`config.mk`:
```
export PLATFORM = sky130hd
export DESIGN_NAME = cspr_regs
export DESIGN_NICKNAME = d
export VERILOG_FILES = /design/src/cspr_pkg.sv /design/src/cspr_regs.sv
export SDC_FILE = /design/constraint.sdc
export NUM_CORES = 1
export LEC_CHECK = 0
export BUFFER_PORTS_ARGS = -buffer_cell sky130_fd_sc_hd__buf_4
export CAP_MARGIN = 20
export CORE_MARGIN = 2
export CORE_UTILIZATION = 50
export DETAILED_ROUTE_END_ITERATION = 8
export PLACE_DENSITY = 0.83
export SYNTH_ARGS = -nofsm -noshare
export SYNTH_HDL_FRONTEND = slang
export SYNTH_SLANG_ARGS = --single-unit
```
`constraint.sdc`:
```
create_clock -name clk_sys_in -period 10.55 [get_ports clk_sys_in]
set_clock_uncertainty 0.15 [all_clocks]
set_input_delay 3.165 -clock clk_sys_in [delete_from_list [all_inputs] [get_ports clk_sys_in]]
set_output_delay 3.165 -clock clk_sys_in [all_outputs]
set_load 0.05 [all_outputs]
```
`src/cspr_pkg.sv`:
```
// Purpose: Shared constants for the core stack and data pointer register bank.
// Assumes: APB slave with 32-bit data; one aligned word per register.
// Notes:   Printed register offsets are not multiples of four, so they are indices.
`default_nettype none
package cspr_pkg;
  // Register indices as printed in the special function register space.
  localparam logic [7:0] IDX_STACK_TOP    = 8'h81;
  localparam logic [7:0] IDX_PTR_LOW      = 8'h82;
  localparam logic [7:0] IDX_PTR_HIGH     = 8'h83;
  // Extra control register for the core-side operations, index of our own.
  localparam logic [7:0] IDX_OP_CTRL      = 8'h84;
  // Reset values.
  localparam logic [7:0] RST_STACK_TOP    = 8'h07;
  localparam logic [7:0] RST_PTR_BYTE     = 8'h00;
  // Address width and word shift for index to byte address conversion.
  localparam int         ADDR_W           = 12;
  localparam int         WORD_SHIFT       = 2;
  // Fields of the operation control register.
  localparam int         OP_PUSH_BIT      = 0;
  localparam int         OP_PTR_INC_BIT   = 1;
  localparam int         OP_DATA_LSB      = 8;
  localparam logic [7:0] STACK_STEP       = 8'h01;
  localparam logic [15:0] PTR_STEP        = 16'h0001;
endpackage
`default_nettype wire

```
`src/cspr_regs.sv`:
```
// Purpose: Stack top pointer and sixteen-bit data pointer registers behind APB.
// Assumes: Single clock, asynchronous active-high reset, synchronous inputs.
// Notes:   Registers answer on every page; there is no page select input.
//          A control word pushes a byte or steps the data pointer word by one.
//          Read data and the error flag are combinational, so no wait state is needed.
//
// Overview of operation
// - Stack top pointer is eight-bit read/write, reset to 0x07.
// - Each push increments stack top pointer first, then writes byte at new location.
// - Low byte register supplies bits 7 to 0 of data pointer word.
// - High byte supplies bits 15 to 8; both read/write, reset to zero.
// - Data pointer word addresses indirect external data RAM and flash accesses.
`default_nettype none
module cspr_regs (
  // Clock and reset.
  input  wire logic        clk_sys_in,
  input  wire logic        rst_in,
  // APB slave.
  input  wire logic        psel_in,
  input  wire logic        penable_in,
  input  wire logic        pwrite_in,
  input  wire logic [11:0] paddr_in,
  input  wire logic [31:0] pwdata_in,
  output logic      [31:0] prdata_out,
  output logic             pready_out,
  output logic             pslverr_out,
  // Core-side push request and its data.
  input  wire logic        push_req_in,
  input  wire logic [7:0]  push_data_in,
  output logic             stack_wr_out,
  output logic      [7:0]  stack_addr_out,
  output logic      [7:0]  stack_data_out,
  // Indirect access address for external data RAM and flash.
  output logic      [15:0] data_pointer_word_out
);
  // Width of the byte address seen on the bus.
  localparam int ADDR_W = cspr_pkg::ADDR_W;

  logic [7:0]  stack_top_pointer;
  logic [7:0]  pointer_low_byte;
  logic [7:0]  pointer_high_byte;
  logic [7:0]  next_stack_top_pointer;
  logic [7:0]  next_pointer_low_byte;
  logic [7:0]  next_pointer_high_byte;
  logic        next_stack_wr;
  logic [7:0]  next_stack_data;
  logic        stack_wr;
  logic [7:0]  stack_data;
  logic [31:0] next_prdata;
  logic        access;
  logic        wr_en;
  logic        hit_sp;
  logic        hit_lo;
  logic        hit_hi;
  logic        hit_op;
  logic        mapped;
  logic        push_now;
  logic        inc_now;
  logic [15:0] inc_word;

  // Address decode of the APB access phase; index times four is the byte address.
  always_comb begin
    access = psel_in && penable_in;
    hit_sp = paddr_in == (ADDR_W'(cspr_pkg::IDX_STACK_TOP) << cspr_pkg::WORD_SHIFT);
    hit_lo = paddr_in == (ADDR_W'(cspr_pkg::IDX_PTR_LOW) << cspr_pkg::WORD_SHIFT);
    hit_hi = paddr_in == (ADDR_W'(cspr_pkg::IDX_PTR_HIGH) << cspr_pkg::WORD_SHIFT);
    hit_op = paddr_in == (ADDR_W'(cspr_pkg::IDX_OP_CTRL) << cspr_pkg::WORD_SHIFT);
    mapped = hit_sp || hit_lo || hit_hi || hit_op;
    wr_en  = access && pwrite_in;
  end

  // Push comes from the core port or the control register; pointer increment only from the control register.
  always_comb begin
    push_now = push_req_in || (wr_en && hit_op && pwdata_in[cspr_pkg::OP_PUSH_BIT]);
    inc_now  = wr_en && hit_op && pwdata_in[cspr_pkg::OP_PTR_INC_BIT];
    inc_word = {pointer_high_byte, pointer_low_byte} + cspr_pkg::PTR_STEP;
  end

  // Next register values; a push takes precedence over a direct pointer write.
  always_comb begin
    next_stack_top_pointer = stack_top_pointer;
    next_pointer_low_byte  = pointer_low_byte;
    next_pointer_high_byte = pointer_high_byte;
    next_stack_wr          = 1'b0;
    next_stack_data        = stack_data;
    if (wr_en && hit_sp) begin
      next_stack_top_pointer = pwdata_in[7:0];
    end
    if (push_now) begin
      next_stack_top_pointer = stack_top_pointer + cspr_pkg::STACK_STEP;
      next_stack_wr          = 1'b1;
      next_stack_data        = push_req_in ? push_data_in : pwdata_in[cspr_pkg::OP_DATA_LSB +: 8];
    end
    if (wr_en && hit_lo) begin
      next_pointer_low_byte = pwdata_in[7:0];
    end
    if (wr_en && hit_hi) begin
      next_pointer_high_byte = pwdata_in[7:0];
    end
    if (inc_now) begin
      next_pointer_low_byte  = inc_word[7:0];
      next_pointer_high_byte = inc_word[15:8];
    end
  end

  // Read data; upper bits and unmapped indices read as zero.
  always_comb begin
    next_prdata = 32'h0000_0000;
    if (access && !pwrite_in) begin
      if (hit_sp) begin
        next_prdata = {24'h00_0000, stack_top_pointer};
      end else if (hit_lo) begin
        next_prdata = {24'h00_0000, pointer_low_byte};
      end else if (hit_hi) begin
        next_prdata = {24'h00_0000, pointer_high_byte};
      end else begin
        next_prdata = 32'h0000_0000;
      end
    end
  end

  // State registers.
  always_ff @(posedge clk_sys_in or posedge rst_in) begin
    if (rst_in) begin
      stack_top_pointer <= cspr_pkg::RST_STACK_TOP;
      pointer_low_byte  <= cspr_pkg::RST_PTR_BYTE;
      pointer_high_byte <= cspr_pkg::RST_PTR_BYTE;
      stack_wr          <= 1'b0;
      stack_data        <= 8'h00;
    end else begin
      stack_top_pointer <= next_stack_top_pointer;
      pointer_low_byte  <= next_pointer_low_byte;
      pointer_high_byte <= next_pointer_high_byte;
      stack_wr          <= next_stack_wr;
      stack_data        <= next_stack_data;
    end
  end

  // Outputs; the stack write names the already incremented pointer.
  always_comb begin
    pready_out            = 1'b1;
    pslverr_out           = access && !mapped;
    prdata_out            = next_prdata;
    stack_wr_out          = stack_wr;
    stack_addr_out        = stack_top_pointer;
    stack_data_out        = stack_data;
    data_pointer_word_out = {pointer_high_byte, pointer_low_byte};
  end
endmodule
`default_nettype wire

```
# [Yosys cells after proc, flatten, opt, wreduce, memory -nomap -nowiden]
# Index checks and enable logic that the tools add are counted.
[word_totals] ff_bits=33 output_inout_bits=67
[op_classes] n_addsub=2 eq_ne=4 muxes=12 reduce_logical=19
[ops] operator="two-way mux 8 bit" count=11
[ops] operator="== test 12 x 10 -> 1 bit (second input constant)" count=4
[ops] operator="adder 16 x 1 -> 16 bit (second input constant)" count=1
[ops] operator="logical AND 1 bit" count=10
[ops] operator="adder 8 x 1 -> 8 bit (second input constant)" count=1
[ops] operator="nonzero test 2 bit" count=3
[ops] operator="logical OR 1 bit" count=4
[ops] operator="logical NOT 1 bit" count=2
[ops] operator="two-way mux 1 bit" count=1

# [Depth between registers and ports, before layout]
# Gate-level depths: netlist of run 1.
[depth] ltp_word=6 mapped_depth=7 mapped_depth_nobuf=6

# [Worst setup path after synthesis of run 1]
# OpenSTA, ideal clock, no wires.
[synth_timing] path_kind="in2out" start="input port paddr_in[8]" end="output port prdata_out[4]" arrival_ps=4908 path_slack_ps=2327 path_stages=4 path_cell_list="or4b_4 -> nor3_2 -> a21oi_1 -> nor2_1"
[synth_between] elab_chain_len=5 elab_cells_between_ends=7 cone_classes="eq/ne: 3; mux: 4"
[synth_lines] item="from (decl)" line_no="cspr_regs.sv:22" source="input wire logic [11:0] paddr_in,"
[synth_lines] item="== test 12 x 10 -> 1 bit" line_no="cspr_regs.sv:66" source="hit_hi = paddr_in == (ADDR_W'(cspr_pkg::IDX_PTR_HIGH) << cspr_pkg::WORD_SHIFT);"
[synth_lines] item="two-way mux 8 bit" line_no="cspr_regs.sv:114" source="end else if (hit_hi) begin"
[synth_lines] item="two-way mux 8 bit" line_no="cspr_regs.sv:112" source="end else if (hit_lo) begin"
[synth_lines] item="two-way mux 8 bit *" line_no="cspr_regs.sv:110" source="if (hit_sp) begin"
[synth_lines] item="two-way mux 8 bit *" line_no="cspr_regs.sv:109" source="if (access && !pwrite_in) begin"
[synth_lines] item="to (decl)" line_no="cspr_regs.sv:24" source="output logic [31:0] prdata_out,"
# Mark *: on every way between the ends. The rest lies on a longest branch, timed or not.

# [Worst setup path in the final report of run 1]
[layout_timing] start="input port paddr_in[8]" end="output port prdata_out[0]"
# Same word-level chain as after synthesis.

==> key figures, run 1 <==
Timing
  – Endpoints failing hold: 0
  – Max Transition Viols Final: 0
  – Rel. slew slack: 52.3%
  – RSZ-0062 raised after global routing: no
  – Tcrit/Tclk final: 81.0%
  – Transition time of the tightest slew-check pin: 714 ps
  – Minimum clock period: 8540 ps
  – Fin Hold WS: 329 ps
  – Setup TNS: 0 ps
  – Max Clock Freq: 117 MHz
  – Setup violators final: 0

Synth
  – Sequential area share after synthesis: 33.2%
  – Avg Cell Area, Syn: 8.20 sq um
  – Cell area after synthesis: 2500 sq um
  – Synth Register Bits: 33
  – Unique masters post-synth: 49
  – EDFF count, synth: 0
  – Post-synth top area share: 30.0%
  – Post-synth top area cell: dfrtp_1
  – Yosys warnings: 0
  – Async set-reset flop share out of synthesis: 100%
  – Synth top cells by count: nor2_1 (36), nand2_1 (31), dfrtp_1 (30)
  – Synth area leaders: dfrtp_1 (30%), buf_4 (7.5%), mux2i_1 (7.2%)
  – Post-Syn Instances: 305
  – Main flop type after synthesis: dfrtp_1
  – Count leader, synth: nor2_1

Power
  – Power Internal: 0.000239 W
  – Power Density: 133 nW/um^2
  – Flop pwr share: 40.1%
  – NetSw: 0.000178 W
  – Max VDD drop: 0.000110 V
  – Leak: 1.45 nW
  – Clock power frac: 22.5%
  – Power consumption: 0.000417 W
  – Switch share: 42.7%
  – Logic gate share of total power: 37.4%

Route
  – DRT iter0 DRCs: 173
  – Post-route antenna net violation count: 0
  – Drt total wl: 7.08 mm
  – Via density: 5.77
  – WL per Instance: 15.7 microns
  – Routed via count: 2,596
  – Final routed DRC violation total: 0
  – Detailed-router iteration count before antenna repair: 5

Placed design
  – Cells after DPL: 442
  – RePlAce Congestion: 0.950
  – Post-DP HPWL: 5.32 mm
  – Placed Area: 3050 sq um
  – # port buffers: 83

Setup path
  – Crit path depth: 6
  – Reg2Reg Launch Point: pointer_low_byte[4]$_DFFE_PP0P_
  – Critical Path RT: 7240 ps
  – Buf+Inv Stages, Crit Path: 2
  – Reg2Reg Depth: 5
  – Top delay family on crit path: simple AND/OR/NAND/NOR gates
  – R2r setup slk: 8460 ps
  – Crit path kind: in2out
  – Reg-to-reg endpoint: pointer_high_byte[2]$_DFFE_PP0P_
  – Cell Chain, Critical Path: buf_4 -> nor4b_2 -> nand4_1 -> o21ai_0 -> and4_1 -> buf_4
  – Setup crit start kind: input port
  – CP max-delay cell: nor4b_2
  – Critical path peak fanout: 11
  – Max stage delay on crit path: 650 ps
  – Crit end category: primary output
  – CP arrival: 5230 ps
  – CP most frequent cell: buf_4
  – Crit path from: paddr_in[8]

Die
  – Starting density of the core: 52.2%
  – Site Rows: 25
  – Chip Height: 74.7 microns
  – Core box area: 4790 sq um
  – Total I/O pin count: 125
  – Die area: 5580 sq um
  – DIE WIDTH: 74.7 microns

CTS
  – CTS Buf Count: 5
  – Htree depth: 2
  – Post-CTS Setup Bufs: 0
  – CTS Sinks: 33
  – TritonCTS clock tree: built
  – Worst skew pair latency: 290 ps
  – Clock Tree Buf Depth: 2
  – CTS root buffer: clkbuf_8
  – Clock-pin slew on the worst setup and hold paths: 70 ps
  – Post-CTS Resized: 0
  – CTS Hold Bufs: 0

Worst hold path
  – WHS Endpoint: stack_data_out[2]$_DFFE_PP0P_
  – Beginning of the worst hold path: stack_data_out[2]$_DFFE_PP0P_
  – HP Class: reg2reg
  – Hold Path Stages: 2

Flow run
  – Max Cap Viol: 0

Cells and area
  – N_diodes: 0
  – Multi-input gate area: 1480 sq um
  – Final Non-Filler Cells: 450
  – Filler cell count: 448
  – Net count reported at finish: 442
  – Layout area overhead: 25.5%
  – Design Area, Final: 3140 sq um
  – Seq. cell area: 830 sq um
  – Fraction of layout cells with a size suffix above 1: 28.7%

GRT
  – Total gr overflow: 0
  – Initial antenna violation count: 0
  – Pin count of the biggest net entering global routing: 36
  – Tot GR Track Use: 26.1%
  – First-pass GRT wire length: 11.1 mm
  – Vias in the first global route: 2,364

Outcome
  – Run status: finished, final reports clean
==> routing by layer <==
metal | vias up | global-route usage, % | share of wire, %
li1 | 1222 | - | -
met1 | 1212 | 34.8 | 42
met2 | 146 | 42.8 | 47
met3 | 16 | 5.09 | 8.1
met4 | 0 | 8.93 | 2.5
met5 | - | 0 | 0
==> cell type report <==
type | instances | share of cell area (%)
Multi-Input combinational cell | 252 | 47.2
Sequential cell | 33 | 26.4
Timing Repair Buffer | 85 | 20.3
Tap cell | 67 | 2.67
Clock buffer | 5 | 2.19
Inverter | 5 | 0.598
Clock inverter | 3 | 0.558
==> cells in the final DEF (no fill, tap or decap), types with 3 or more instances in the layout <==
| cell | n |
|---|---|
| nand4_1 | 10 |
| or2_2 | 4 |
| conb_1 | 25 |
| and3_1 | 8 |
| nor3_1 | 16 |
| nand3_1 | 18 |
| o21ai_0 | 15 |
| mux2i_1 | 18 |
| dfstp_2 | 3 |
| o211ai_1 | 7 |
| clkbuf_8 | 5 |
| and4_1 | 7 |
| nand2_1 | 31 |
| a211oi_1 | 3 |
| nor2_1 | 36 |
| nor3b_1 | 3 |
| buf_4 | 85 |
| inv_1 | 5 |
| a31oi_1 | 10 |
| a21oi_1 | 11 |
| dfrtp_1 | 30 |
==> worst register-to-register path, delay by kind of cell (launching register included) <==
kind,cells,cell delay (ps)
flip-flops,1,490
AND/OR/NAND/NOR,3,910
AO/OA/AOI/OAI,1,80
multiplexers,1,370
==> state kept, by name, summed over array words and instances, names as in the netlist <==
name and count:
pointer_high_byte 8, stack_wr_out 1, pointer_low_byte 8, stack_data_out 8, stack_addr_out 8
==> stage by stage <==
stage / utilization, % / setup WS [ps]
6_report: 65.6 / 2010
3_3_place_gp: 63.8 / 2050
5_1_grt: 65.6 / 1860
4_1_cts: 65.6 / 2020
2_1_floorplan: - / 2330
3_5_place_dp: 63.8 / 2040
==> worst max-delay path by stage <==
stage               slack, ps             to
CTS                      2020  prdata_out[0]
detailed placement       2040  prdata_out[0]
finish                   2010  prdata_out[0]
global route             1860  prdata_out[0]
floorplan                2330  prdata_out[4]
global placement         2050  prdata_out[0]
==> cells by family (layout without fill, tap and decap cells) <==
logic type	count (synthesis)	in the layout	synth area share [%]
buffers and inverters	43	98	11.0
adder cells (fa/ha/maj)	2	2	1.00
AND/OR/NAND/NOR	151	151	32.5
AO/OA/AOI/OAI	54	54	14.0
flip-flops	33	33	33.2
XOR/XNOR	1	1	0.350
multiplexers	19	19	7.66
other	2	25	0.300
==> power by group through the flow <==
stage	sequential (W)	clock, W	combinational, W
after global routing	0.000170	0.000101	0.000166
after CTS	0.000167	0.0000953	0.000156
after floorplan	0.000214	0	0.0000663
final	0.000167	0.0000937	0.000156
after detailed placement	0.000169	0	0.000156
after global placement	0.000169	0	0.000154
(Power assumes the default switching activity.)
==> run 2, diff against run 1 <==
--- a/config.mk
+++ b/config.mk
@@ -8,9 +8,9 @@
 export BUFFER_PORTS_ARGS = -buffer_cell sky130_fd_sc_hd__buf_4
 export CAP_MARGIN = 20
 export CORE_MARGIN = 2
-export CORE_UTILIZATION = 50
+export CORE_UTILIZATION = 46
 export DETAILED_ROUTE_END_ITERATION = 8
-export PLACE_DENSITY = 0.83
+export PLACE_DENSITY = 0.77
 export SYNTH_ARGS = -nofsm -noshare
 export SYNTH_HDL_FRONTEND = slang
 export SYNTH_SLANG_ARGS = --single-unit
==> constraint.sdc (replaced) <==
create_clock -name clk_sys_in -period 8 [get_ports clk_sys_in]
set_clock_uncertainty 0.15 [all_clocks]
set_input_delay 2.4 -clock clk_sys_in [delete_from_list [all_inputs] [get_ports clk_sys_in]]
set_output_delay 2.4 -clock clk_sys_in [all_outputs]
set_load 0.05 [all_outputs]
==> key figures, run 2 (synthesized netlist as in run 1, its figures left out) <==
Timing
  – Max Clock Freq: 144 MHz
  – Minimum clock period: 6940 ps
  – Transition time of the tightest slew-check pin: 645 ps (-68.6 ps)
  – Setup TNS: 0 ps (unchanged)
  – Rel. slew slack: 56.7% (+4.4 points)
  – Fin Hold WS: 334 ps (+4.83 ps)
  – RSZ-0062 raised after global routing: no
  – Setup violators final: 0 (unchanged)
  – Endpoints failing hold: 0 (unchanged)
  – Max Transition Viols Final: 0 (unchanged)
  – Tcrit/Tclk final: 86.8%

Outcome
  – Run status: finished, final reports clean

GRT
  – Tot GR Track Use: 24.3% (-1.8 points)
  – Total gr overflow: 0 (unchanged)
  – Vias in the first global route: 2,392 (+1.2%)
  – Initial antenna violation count: 0 (unchanged)
  – Pin count of the biggest net entering global routing: 36 (unchanged)
  – First-pass GRT wire length: 11.6 mm (+4.5%)

Cells and area
  – Fraction of layout cells with a size suffix above 1: 28.9% (+0.19 points)
  – Most common cell after layout, fill and taps aside: buf_4
  – N_diodes: 0 (unchanged)
  – Net count reported at finish: 443 (+0.23%)
  – Layout area overhead: 26.6%
  – Layout Utilization: 61.2% (-4.4 points)
  – Highest-count cells in the layout ignoring fill and taps: buf_4 (86), nor2_1 (36), nand2_1 (31), dfrtp_1 (30), conb_1 (25)

Setup path
  – Cell Chain, Critical Path: buf_4 -> or4b_1 -> nor3_2 -> mux2i_1 -> o21ai_0 -> and4_1 -> buf_4
  – Critical path peak fanout: 17 (+6)
  – Reg2Reg Launch Point: pointer_low_byte[4]$_DFFE_PP0P_
  – CP arrival: 4390 ps (-840 ps)
  – Crit path kind: in2out
  – R2r setup slk: 5920 ps (-2540 ps)
  – CP most frequent cell: buf_4
  – Buf+Inv Stages, Crit Path: 2 (unchanged)
  – Crit end category: primary output
  – Max stage delay on crit path: 540 ps (-110 ps)
  – Setup crit start kind: input port
  – Critical Path RT: 5450 ps (-1790 ps)
  – CP max-delay cell: or4b_1
  – Top delay family on crit path: simple AND/OR/NAND/NOR gates
  – Crit path from: paddr_in[3]

Route
  – Drt total wl: 7.12 mm (+0.56%)
  – Via density: 5.74 (-0.46%)
  – DRT iter0 DRCs: 207 (+20%)
  – Post-route antenna net violation count: 0 (unchanged)
  – Detailed-router iteration count before antenna repair: 5 (unchanged)
  – WL per Instance: 15.7 microns (-0.32%)
  – Final routed DRC violation total: 0 (unchanged)
  – Routed via count: 2,607 (+0.42%)

CTS
  – Worst skew pair latency: 290 ps (about the same)
  – CTS Sinks: 33 (unchanged)
  – Htree depth: 2 (unchanged)
  – Post-CTS Resized: 0 (unchanged)
  – Post-CTS Setup Bufs: 0 (unchanged)
  – CTS root buffer: clkbuf_8
  – Clock Tree Buf Depth: 2 (unchanged)
  – TritonCTS clock tree: built
  – Clock-pin slew on the worst setup and hold paths: 70 ps (about the same)
  – CTS Buf Count: 5 (unchanged)
  – CTS Hold Bufs: 0 (unchanged)

Power
  – Leak: 1.47 nW (+1.1%)
  – Max VDD drop: 0.000149 V (+35%)
  – Power Density: 179 nW/um^2 (+35%)

Die
  – Total I/O pin count: 125 (unchanged)
  – Starting density of the core: 48.3% (-3.9 points)
  – Site Rows: 26 (+4.0%)
  – DIE WIDTH: 77.7 microns (+4.0%)
  – Core box area: 5170 sq um (+8.1%)
  – Chip Height: 77.7 microns (+4.0%)
  – Die area: 6040 sq um (+8.2%)

Flow run
  – Max Cap Viol: 0 (unchanged)

Placed design
  – # port buffers: 83 (unchanged)
  – RePlAce Congestion: 0.891 (-6.2%)
  – Post-DP HPWL: 5.31 mm (-0.24%)

Worst hold path
  – HP Class: reg2reg
  – Beginning of the worst hold path: stack_data_out[6]$_DFFE_PP0P_
-- run 2: cell types whose count changed in the layout (fill, tap and decap cells not counted) --
cell        delta
buf_4          +1
clkbuf_8       +2
clkinvlp_4     -1
clkinv_2       -1
-- run 2: final cells by class --
cell class / count / area, sq um
timing repair buffer: 86 / 646
clock inverter: 1 / 5.00
fill: 467 / 2010
inverter: 5 / 18.8
tap: 70 / 87.6
sequential: 33 / 830
multi-input combinational: 252 / 1480
clock buffer: 7 / 96.3
-- run 2: layer usage --
layer	vias up	GRT usage, %	part of all wire [%]
met1	1222	31.5	40
met2	143	40.7	49
met3	18	5.35	8.4
met4	0	6.61	1.8
li1	1224	-	-
met5	-	0	0
-- run 2: per-stage QoR --
step           area [sq um]  power [W]  worst slack [ps]  std cells
2_1_floorplan          2590   0.000369              1310        328
3_3_place_gp           3060   0.000426              1120        446
3_5_place_dp           3060   0.000430              1080        446
4_1_cts                3160   0.000569              1060        454
5_1_grt                3160   0.000595               935        454
6_report               3160   0.000568              1060        454
-- run 2: worst paths after layout --
kind,depth (start not counted),to
setup / recovery,7,prdata_out[0]
hold / removal,2,stack_data_out[6]$_DFFE_PP0P_
setup reg to reg,5,pointer_high_byte[2]$_DFFE_PP0P_
hold reg to reg,2,stack_data_out[6]$_DFFE_PP0P_
max in group asynchronous,3,stack_addr_out[0]$_DFFE_PP1P_
min in group asynchronous,3,pointer_low_byte[6]$_DFFE_PP0P_
-- run 2: power breakdown --
part / internal [W] / total (W) / switching [W]
logic: 0.0000650 / 0.000207 / 0.000142
clock network: 0.0000778 / 0.000140 / 0.0000624
registers: 0.000190 / 0.000221 / 0.0000310
-- run 2: worst reg2reg max path: stages (launching register included) --
cell and delay, ps:
dfrtp_1 490, nand4_1 280, or2_2 410, nor3_1 230
mux2_2 360, o21ai_0 70
